## config.mk

```make
export PLATFORM = sky130hd
export DESIGN_NAME = dmpc_top
export DESIGN_NICKNAME = d
export VERILOG_FILES = /design/src/hdl/dmpc_pkg.sv /design/src/hdl/dmpc_top.sv
export VERILOG_INCLUDE_DIRS = /design/src /design/src/hdl
export SDC_FILE = /design/constraint.sdc
export NUM_CORES = 1
export LEC_CHECK = 0
export BUFFER_PORTS_ARGS = -buffer_cell sky130_fd_sc_hd__buf_2
export CAP_MARGIN = 10
export CORE_UTILIZATION = 50
export DETAILED_ROUTE_END_ITERATION = 8
export PLACE_DENSITY = 0.81
export SLEW_MARGIN = 20
export SYNTH_ARGS = -nofsm -noshare
export SYNTH_HDL_FRONTEND = slang
export SYNTH_SLANG_ARGS = --single-unit
```

## constraint.sdc

```tcl
create_clock -name clk -period 2.5 [get_ports clk]
set_input_delay 0.25 -clock clk [delete_from_list [all_inputs] [get_ports clk]]
set_output_delay 0.25 -clock clk [all_outputs]
set_load 0.01 [all_outputs]
```

## src/hdl/dmpc_map.svh

```systemverilog
// Register offsets, field positions, reset values and counts of the mute and powerdown control.
`ifndef DMPC_MAP_SVH
`define DMPC_MAP_SVH

//------------------------------------------------------------
// Register addresses (seven-bit control word address)
//------------------------------------------------------------
`define DMPC_ADDR_CHANNEL_CONTROL 7'h02
`define DMPC_ADDR_MUTE_CHANNEL_SELECT_A     7'h09
`define DMPC_ADDR_POWERDOWN       7'h0A
`define DMPC_ADDR_PIN_CONTROL     7'h0C

//------------------------------------------------------------
// Field positions
//------------------------------------------------------------
`define DMPC_BIT_GLOBAL_MUTE      0
`define DMPC_BIT_GLOBAL_CHANNEL_SELECT_A    1
`define DMPC_BIT_GLOBAL_POWERDOWN 2
`define DMPC_BIT_INF_ZERO         4
`define DMPC_CHMUTE_LSB           3
`define DMPC_CHANNEL_SELECT_A_LSB           6
`define DMPC_PAIRDIS_LSB          1
`define DMPC_ZFSEL_LSB            0
`define DMPC_BIT_PIN_DECODE_DIS   6

//------------------------------------------------------------
// Reset values and counts
//------------------------------------------------------------
`define DMPC_REG_RESET            9'h000
`define DMPC_ZERO_RUN             11'h400
`define DMPC_RAMP_SHIFT           6
`define DMPC_GAIN_FULL            16'hFFFF
`define DMPC_FRAME_BITS           5'h10

`endif

```

## src/hdl/dmpc_pkg.sv

```systemverilog
// Types shared by the mute and powerdown control.
package dmpc_pkg;
	typedef logic [6:0]  dmpc_addr_type;
	typedef logic [8:0]  dmpc_word_type;
	typedef logic [15:0] dmpc_gain_type;
	typedef logic [10:0] dmpc_count_type;
endpackage : dmpc_pkg

```

## src/hdl/dmpc_top.sv

```systemverilog
// Mute, automute, de-emphasis and powerdown control of a six-channel DAC.
//
// Behaviour
// - Per-pair mute field bits 5:3 mutes pairs.
// - Mute field acts right after serial write.
// - Global mute bit mutes all three pairs.
// - High mute pin mutes decoded pairs.
// - Low mute pin blocks automute; bits still mute.
// - Decode on: select picks all, pair1/2/3.
// - Decode off: high pin mutes all pairs.
// - Count zero samples; flag after 1024.
// - Undriven pin shows selected zero flags.
// - Own high pin level feeds mute decode.
// - Infinite-zero bit enables analogue mute of pairs.
// - Analogue mute only in software mode.
// - De-emphasis field bits 8:6 selects pairs.
// - Global de-emphasis bit applies to all pairs.
// - Global powerdown overrides per-pair disables.
// - Powerdown clears history, keeps registers.
// - Leaving powerdown reinitialises interpolation filters.
// - Pair disable field bits 3:1 powers pairs down.
// - Soft mute decays, 64-sample constant; release immediate.
`include "dmpc_map.svh"

module dmpc_top (
	input  wire logic        clk,
	input  wire logic        resetn,
	input  wire logic        mode_pin,
	input  wire logic        ctrl_latch,
	input  wire logic        ctrl_clk,
	input  wire logic        ctrl_data,
	input  wire logic        sample_valid,
	input  wire logic [23:0] din1_sample,
	input  wire logic [23:0] din2_sample,
	input  wire logic [23:0] din3_sample,
	input  wire logic        mute_pin_in,
	output logic             mute_pin_out,
	output logic             mute_pin_oe,
	output logic [2:0]       soft_mute,
	output logic [15:0]      pair1_gain,
	output logic [15:0]      pair2_gain,
	output logic [15:0]      pair3_gain,
	output logic [2:0]       zero_run_flags,
	output logic [2:0]       analog_mute,
	output logic [2:0]       channel_select_a_en,
	output logic [2:0]       pair_powered_down,
	output logic             history_clear,
	output logic             filter_reinit
);

	//------------------------------------------------------------
	// Helpers
	//------------------------------------------------------------
	// Pairs reached by a select code: zero means every pair.
	function automatic logic [2:0] sel_mask(input logic [1:0] sel);
		logic [2:0] m;
		m = 3'h7;
		if (sel == 2'h1) m = 3'h1;
		else if (sel == 2'h2) m = 3'h2;
		else if (sel == 2'h3) m = 3'h4;
		return m;
	endfunction : sel_mask

	function automatic dmpc_pkg::dmpc_gain_type decay(input dmpc_pkg::dmpc_gain_type g);
		return g - (g >> `DMPC_RAMP_SHIFT);
	endfunction : decay

	//------------------------------------------------------------
	// Serial control port
	//------------------------------------------------------------
	// The port pins are sampled on clk, so the serial clock must be well below clk/2.
	logic                    ctrl_clk_prev_reg;
	logic                    ctrl_latch_prev_reg;
	logic [15:0]             shift_reg;
	dmpc_pkg::dmpc_word_type chan_ctrl_reg;
	dmpc_pkg::dmpc_word_type mute_channel_select_a_reg;
	dmpc_pkg::dmpc_word_type power_ctrl_reg;
	dmpc_pkg::dmpc_word_type pin_ctrl_reg;
	logic                    write_strobe;
	dmpc_pkg::dmpc_addr_type write_addr;
	logic                    sw_mode;

	assign sw_mode      = ~mode_pin;
	assign write_strobe = ctrl_latch & ~ctrl_latch_prev_reg & sw_mode;
	assign write_addr   = shift_reg[15:9];

	always_ff @(posedge clk or negedge resetn) begin
		if (!resetn) begin
			ctrl_clk_prev_reg   <= 1'b0;
			ctrl_latch_prev_reg <= 1'b0;
			shift_reg           <= 16'h0000;
		end else begin
			ctrl_clk_prev_reg   <= ctrl_clk;
			ctrl_latch_prev_reg <= ctrl_latch;
			if (ctrl_clk && !ctrl_clk_prev_reg)
				shift_reg <= {shift_reg[14:0], ctrl_data};
		end
	end

	// Registers keep their contents through powerdown; only reset clears them.
	always_ff @(posedge clk or negedge resetn) begin
		if (!resetn) begin
			chan_ctrl_reg   <= `DMPC_REG_RESET;
			mute_channel_select_a_reg <= `DMPC_REG_RESET;
			power_ctrl_reg  <= `DMPC_REG_RESET;
			pin_ctrl_reg    <= `DMPC_REG_RESET;
		end else if (write_strobe) begin
			if (write_addr == `DMPC_ADDR_CHANNEL_CONTROL)
				chan_ctrl_reg <= shift_reg[8:0];
			else if (write_addr == `DMPC_ADDR_MUTE_CHANNEL_SELECT_A)
				mute_channel_select_a_reg <= shift_reg[8:0];
			else if (write_addr == `DMPC_ADDR_POWERDOWN)
				power_ctrl_reg <= shift_reg[8:0];
			else if (write_addr == `DMPC_ADDR_PIN_CONTROL)
				pin_ctrl_reg <= shift_reg[8:0];
		end
	end

	//------------------------------------------------------------
	// Field decode
	//------------------------------------------------------------
	logic [2:0] channel_mute_select;
	logic [2:0] channel_select_a;
	logic [2:0] pair_disable;
	logic [1:0] zero_flag_select;
	logic       global_mute;
	logic       global_channel_select_a;
	logic       global_powerdown;
	logic       infinite_zero_analog_mute_en;
	logic       pin_decode_disable;

	assign channel_mute_select = mute_channel_select_a_reg[`DMPC_CHMUTE_LSB +: 3];
	assign channel_select_a    = mute_channel_select_a_reg[`DMPC_CHANNEL_SELECT_A_LSB +: 3];
	assign pair_disable        = power_ctrl_reg[`DMPC_PAIRDIS_LSB +: 3];
	assign zero_flag_select    = pin_ctrl_reg[`DMPC_ZFSEL_LSB +: 2];
	assign pin_decode_disable  = pin_ctrl_reg[`DMPC_BIT_PIN_DECODE_DIS];
	assign global_mute         = chan_ctrl_reg[`DMPC_BIT_GLOBAL_MUTE];
	assign global_channel_select_a       = chan_ctrl_reg[`DMPC_BIT_GLOBAL_CHANNEL_SELECT_A];
	assign global_powerdown    = chan_ctrl_reg[`DMPC_BIT_GLOBAL_POWERDOWN];
	assign infinite_zero_analog_mute_en = chan_ctrl_reg[`DMPC_BIT_INF_ZERO];

	//------------------------------------------------------------
	// Zero-run counters
	//------------------------------------------------------------
	logic [23:0]              din_word [3];
	dmpc_pkg::dmpc_count_type zero_cnt_reg [3];
	logic [2:0]               zf;

	assign din_word[0] = din1_sample;
	assign din_word[1] = din2_sample;
	assign din_word[2] = din3_sample;

	for (genvar i = 0; i < 3; i++) begin : g_zero
		always_ff @(posedge clk or negedge resetn) begin
			if (!resetn)
				zero_cnt_reg[i] <= 11'h000;
			else if (global_powerdown)
				zero_cnt_reg[i] <= 11'h000;
			else if (sample_valid) begin
				if (din_word[i] != 24'h000000)
					zero_cnt_reg[i] <= 11'h000;
				else if (zero_cnt_reg[i] != `DMPC_ZERO_RUN)
					zero_cnt_reg[i] <= zero_cnt_reg[i] + 11'h001;
			end
		end
		assign zf[i] = (zero_cnt_reg[i] == `DMPC_ZERO_RUN);
	end

	always_ff @(posedge clk or negedge resetn) begin
		if (!resetn)
			zero_run_flags <= 3'h0;
		else
			zero_run_flags <= zf;
	end

	//------------------------------------------------------------
	// Mute pin and mute decode
	//------------------------------------------------------------
	// The pin is driven weakly from the first clock after reset; a stronger external driver wins,
	// and mute_pin_in carries the resolved level in both cases.
	logic       pin_out_next;
	logic [2:0] pin_mute;
	logic [2:0] soft_mute_next;

	assign pin_out_next = (zero_flag_select == 2'h0) ? &zero_run_flags
		: |(zero_run_flags & sel_mask(zero_flag_select));
	// The pin floats until our own drive comes on, so its level is ignored until then.
	assign pin_mute = {3{mute_pin_in & mute_pin_oe}} & (pin_decode_disable ? 3'h7
		: sel_mask(zero_flag_select));
	// A low pin gives no pin mute, so automute is off while direct mutes stay.
	assign soft_mute_next = channel_mute_select | {3{global_mute}} | pin_mute;

	always_ff @(posedge clk or negedge resetn) begin
		if (!resetn) begin
			mute_pin_out <= 1'b0;
			mute_pin_oe  <= 1'b0;
		end else begin
			mute_pin_out <= pin_out_next;
			mute_pin_oe  <= 1'b1;
		end
	end

	always_ff @(posedge clk or negedge resetn) begin
		if (!resetn)
			soft_mute <= 3'h0;
		else
			soft_mute <= soft_mute_next;
	end

	//------------------------------------------------------------
	// Soft mute ramp
	//------------------------------------------------------------
	// A shift-subtract decay gives roughly a 64-sample time constant at no multiplier cost.
	dmpc_pkg::dmpc_gain_type gain_reg [3];

	for (genvar i = 0; i < 3; i++) begin : g_ramp
		always_ff @(posedge clk or negedge resetn) begin
			if (!resetn)
				gain_reg[i] <= `DMPC_GAIN_FULL;
			else if (!soft_mute[i])
				gain_reg[i] <= `DMPC_GAIN_FULL;
			else if (sample_valid)
				gain_reg[i] <= decay(gain_reg[i]);
		end
	end

	assign pair1_gain = gain_reg[0];
	assign pair2_gain = gain_reg[1];
	assign pair3_gain = gain_reg[2];

	//------------------------------------------------------------
	// Analogue mute, de-emphasis and powerdown
	//------------------------------------------------------------
	logic powerdown_prev_reg;

	always_ff @(posedge clk or negedge resetn) begin
		if (!resetn) begin
			analog_mute       <= 3'h0;
			channel_select_a_en         <= 3'h0;
			pair_powered_down <= 3'h0;
			history_clear     <= 1'b0;
			filter_reinit     <= 1'b0;
			powerdown_prev_reg <= 1'b0;
		end else begin
			analog_mute <= {3{infinite_zero_analog_mute_en & sw_mode}}
				& (zf | channel_mute_select | {3{global_mute}});
			channel_select_a_en <= channel_select_a | {3{global_channel_select_a}};
			pair_powered_down <= pair_disable | {3{global_powerdown}};
			history_clear <= global_powerdown;
			filter_reinit <= powerdown_prev_reg & ~global_powerdown;
			powerdown_prev_reg <= global_powerdown;
		end
	end
endmodule : dmpc_top

```

# After elaboration in Yosys (flattened, before gate mapping)

Cells that the tools add are included.

Register bits: 143
Bits in latches: 0
Memory bits (writable): 0
Bits in read-only memories: 0
Logic and storage cells: 106
Memories: 0

Add/sub/neg operators: 6
Multipliers: 0
Divide/modulo/power cells: 0
$lt $le $gt $ge: 0
Equality and inequality tests: 16
Shifts and indexed selects: 0
Mux-type cells: 23
Bitwise operators: 20
Reductions and logical operators: 19

Operator list:

| operator              | number |
|---|---|
| $mux 11               | 12 |
| $mux 16               | 6 |
| $reduce_bool 24->1    | 3 |
| $sub 16x10->16        | 3 |
| $add 11x1->11 const B | 3 |
| $eq 11x11->1 const B  | 3 |
| $ne 11x11->1 const B  | 3 |
| $eq 7x4->1 const B    | 3 |
| $or 3x3->3            | 6 |
| $and 3x3->3           | 3 |
| $mux 3                | 3 |
| $reduce_bool 3->1     | 3 |
| $reduce_and 2->1      | 4 |
| $eq 7x2->1 const B    | 1 |
| $ne 2x2->1 const B    | 3 |
| $not 1->1             | 6 |
| $reduce_and 3->1      | 2 |
| $and 1x1->1           | 5 |
| $reduce_and 5->1      | 1 |
| $eq 2x2->1 const B    | 2 |
| $reduce_and 4->1      | 1 |
| $reduce_or 3->1       | 1 |
| $eq 2x1->1 const B    | 1 |
| $logic_not 2->1       | 1 |
| other kinds (5)       | 5 |

# Logic depth before layout (Yosys ltp)

Word-level depth: 7
Gate-level depth with buffers: 9
Mapped depth without buffers: 9

# Worst setup path after synthesis

Ideal clock, no wire load.

Path type: flip-flop to flip-flop
Start point: register gain_reg, in the netlist pair2_gain[10]
End point: register gain_reg, in the netlist pair2_gain[15]
Library setup time: 64 ps
Arrival time: 2414 ps
Required time: 2436 ps
Path slack: 22 ps
Stages on the path, launching flop included: 9
Path buffers: 0
Period minus slack after synthesis: 2478 ps
Cell sequence: dfstp_2 -> inv_1 -> ha_1 -> and2_4 -> a221oi_2 -> a2111oi_1 -> or3b_4 -> or4_1 -> nand3_1

Longest elaborated chain between the ends: 3

RTL lines:

| item                              | RTL line        | source |
|---|---|---|
| from (decl)                       | dmpc_top.sv:214 | `dmpc_pkg::dmpc_gain_type gain_reg [3];` |
| from (signal, indexed assignment) | dmpc_top.sv:219 | `` gain_reg[i] <= `DMPC_GAIN_FULL; `` |
| from (signal, indexed assignment) | dmpc_top.sv:221 | `` gain_reg[i] <= `DMPC_GAIN_FULL; `` |
| from (signal, indexed assignment) | dmpc_top.sv:223 | `gain_reg[i] <= decay(gain_reg[i]);` |
| $sub 16x10->16                    | dmpc_top.sv:65  | `` return g - (g >> `DMPC_RAMP_SHIFT); `` |
| $mux 16                           | dmpc_top.sv:222 | `else if (sample_valid)` |
| $mux 16                           | dmpc_top.sv:220 | `else if (!soft_mute[i])` |

No other way between the ends. The select of a mux whose other input is x is not followed.
A chain may end at the register's enable or synchronous reset.

# Worst setup path after layout

Start point: register gain_reg, in the netlist pair2_gain[9]
End point: register gain_reg, in the netlist pair2_gain[15]

Same word-level chain as after synthesis.

==> out/metrics.csv <==
stage,metric,value,unit
floorplan,Core Region,14480,µm²
pwr,sw frac,32.46,%
pwr,P_int,0.004730,W
detailed_routing,Routed Antenna Nets,0,
detailed_routing,DR DRC count,0,
pwr,power density cells,771.1,nW/µm²
detailed_routing,detailed-route vias per instance,5.496,
grt,largest net degree at the start of global routing,64,
finish,n_diodes,0,
setup_path,Setup Crit Path Kind,register to register,
job,Max-Cap Viols,0,
pwr,leakage power,4.446,nW
clock_network,CTS Buffer Depth,2,
floorplan,FP Rows,44,
finish,Largest register FFs,33,
synth,post-synthesis cell count,804,
clock_network,CTS buffer count,17,
clock_network,H-tree Lvls,4,
worst_hold_path,Hold Path Class,primary input to register,
pwr,switching power,0.002273,W
setup_path,Worst R2R Path Depth,8,
timing,Final Cycle Share,97.55,%
pwr,Comb power frac,29.7,%
clock_network,TritonCTS clock tree,built,
placed_design,DP HPWL,12850,µm
floorplan,chip width,123.6,µm
placed_design,Port Buffers,146,
timing,"Slew Viols, Final",0,
grt,global router's overall resource usage,24.28,%
floorplan,die span in y,123.6,µm
timing,crit path time final,2439,ps
finish,Syn-to-layout area delta,22.85,%
synth,number of synthesis warnings,0,
timing,Final Setup Violations,0,
grt,antenna violations before repair,0,
timing,Worst slew margin,52.84,%
timing,setup TNS,0,ps
pwr,VDD IR-drop max,0.4851,mV
synth,Synth Net Count,926,
synth,Post-Syn Area,7393,µm²
synth,Post-synth EDFFs,0,
finish,Nets,1095,
detailed_routing,drt wl/cell,15.08,µm
finish,"commonest non-fill, non-tap cell in the layout",buf_2,
setup_path,crit path cell chain,inv_1 -> ha_1 -> and2_4 -> a221oi_4 -> a2111oi_4 -> or3b_4 -> or4_1 -> nand3_1,
synth,asr flop ratio synth,100.0,%
setup_path,Crit Path Max Fanout,3,
floorplan,I/O pin count,147,
setup_path,CP max-delay cell,dfstp_2,
grt,vias in the first global route,6138,
run_status,outcome,finished clean,
timing,Post-Route Skew,8.922,ps
synth,post-synthesis average cell area,9.196,µm²
timing,final hold slack,28.82,ps
clock_network,Num Clock Sinks,134,
timing,Hold Fails Final Rpt,0,
setup_path,max incr delay on CP,530,ps
detailed_routing,WL final,17630,µm
setup_path,Worst Path Required,2860,ps
timing,FMAX,410.0,MHz
worst_hold_path,Hold Path Stages,3,
detailed_routing,DRT Pass-1 Iters,4,
pwr,clock network fraction of design power,33.4,%
synth,register area share after synthesis,46.17,%
setup_path,type of element capturing the critical path,register,
floorplan,initial core utilization,51.06,%
clock_network,Worst-Skew Late Latency,420,ps
synth,"Top FF cell, synth",dfrtp_1,
floorplan,Die ar.,15280,µm²
detailed_routing,1st-iter DRT viols,373,
grt,global-route wire length before repair,28680,µm
synth,synth unique cells,54,
placed_design,gp weighted congestion,0.9237,
pwr,Flop pwr share,36.9,%
finish,most frequent cells in the layout,"buf_2, nand2_1, dfrtp_1",
synth,"FF+latch count, synth",134,
setup_path,CP startpoint kind,register,
setup_path,Worst EP arrival,2800,ps
finish,layout cells sized above 1,27.92,%
finish,Fill cells,1200,
detailed_routing,vias,6425,
clock_network,clk root buf,clkbuf_16,
timing,Tightest Pin Transition,704.8,ps
grt,total gr overflow,0,
clock_network,clk slew on worst S/H paths,60,ps
==> synth_stat cells, types with 21 or more instances <==
| cell | instances | area share, % |
|---|---|---|
| a21oi_1 | 38 | 2.6 |
| dfstp_2 | 48 | 17 |
| xnor2_1 | 29 | 3.4 |
| nand2_1 | 110 | 5.6 |
| xor2_1 | 24 | 2.8 |
| clkbuf_1 | 21 | 1.1 |
| nor4_1 | 29 | 2.5 |
| ha_1 | 39 | 6.6 |
| dfrtp_1 | 86 | 29 |
| nand3_1 | 21 | 1.4 |
| o21ai_0 | 61 | 4.1 |
| nor2_1 | 78 | 4.0 |
| inv_1 | 50 | 2.5 |
==> power groups by stage <==
stage	combinational, W	clock, W	sequential, W
after global placement	0.00197	0	0.00261
after global routing	0.00234	0.00248	0.00261
after CTS	0.00203	0.00238	0.00259
after floorplan	0.00135	0	0.00264
final	0.00208	0.00234	0.00259
after detailed placement	0.00200	0	0.00262
==> cells by family (layout without fill, tap and decap cells) <==
| kind of cell | after synthesis | count (layout) | share of synthesized area, % |
|---|---|---|---|
| other cells | 1 | 1 | 0.05072 |
| simple gates | 338 | 338 | 22.12 |
| fa+ha+maj | 42 | 42 | 7.412 |
| xor+xnor | 53 | 53 | 6.278 |
| buf+inv | 74 | 255 | 3.825 |
| flops | 134 | 134 | 46.17 |
| mux | 15 | 15 | 2.268 |
| compound gates | 147 | 147 | 11.88 |
==> metal layers <==
layer  wire, µm  global-route usage, %  up-vias
li1           -                      -     3135
met1       7521                  29.04     3068
met2       8911                  42.67      198
met3        909                  5.311       24
met4        290                  8.886        0
met5          0                      0        -
==> through the flow <==
stage / setup slack (ps) / cell area [µm²] / util (%) / power, W / instances
final: 61.22 / 9082 / 62.73 / 0.007003 / 1169
after global routing: -12.99 / 9082 / 62.73 / 0.007434 / 1169
after CTS: 21.24 / 9047 / 62.49 / 0.007004 / 1166
after detailed placement: -23.72 / 8439 / 58.29 / 0.004620 / 1132
after global placement: 46.94 / 8439 / 58.29 / 0.004580 / 1132
after floorplan: 22.25 / 7393 / - / 0.003987 / 804
==> repair_timing <==
action | 4_1_cts | 5_1_grt
hold buffers | 3 | 0
buffers inserted | 0 | 3
cloned | 0 | 0
hold endpoints to repair | 30 | 0
setup endpoints to repair | 1 | 3
pin swaps | 0 | 2
resized for setup | 3 | 2
==> critical path, delay by kind of cell, from the launching register on <==
kind	cells	cell delay, ps
compound gates	2	420
fa+ha+maj	1	280
buf+inv	1	40
flops	1	530
simple gates	4	1100
==> area by class of cell <==
cell class	count	area, µm²	area share, %
clock inverters	11	102.6	1.130
clock buffers	20	456.7	5.028
flip-flops and latches	134	3413	37.58
inverters	51	191.4	2.108
repair buffers	173	959.7	10.57
multi-input cells	596	3729	41.05
well taps	184	230.2	2.535
==> final timing paths <==
path                                               from                endpoint  slack (ps)
min reg2reg                mute_channel_select_a_reg[7]  channel_select_a_en[1]         460
min in group asynchronous                        resetn         zero_cnt_reg[3]         280
min                                           ctrl_data            shift_reg[0]          30
max                                       pair2_gain[9]          pair2_gain[15]          60
max reg2reg                               pair2_gain[9]          pair2_gain[15]          60
max in group asynchronous                        resetn            shift_reg[1]        1400
No activity file was read; power rests on OpenSTA's default activity.
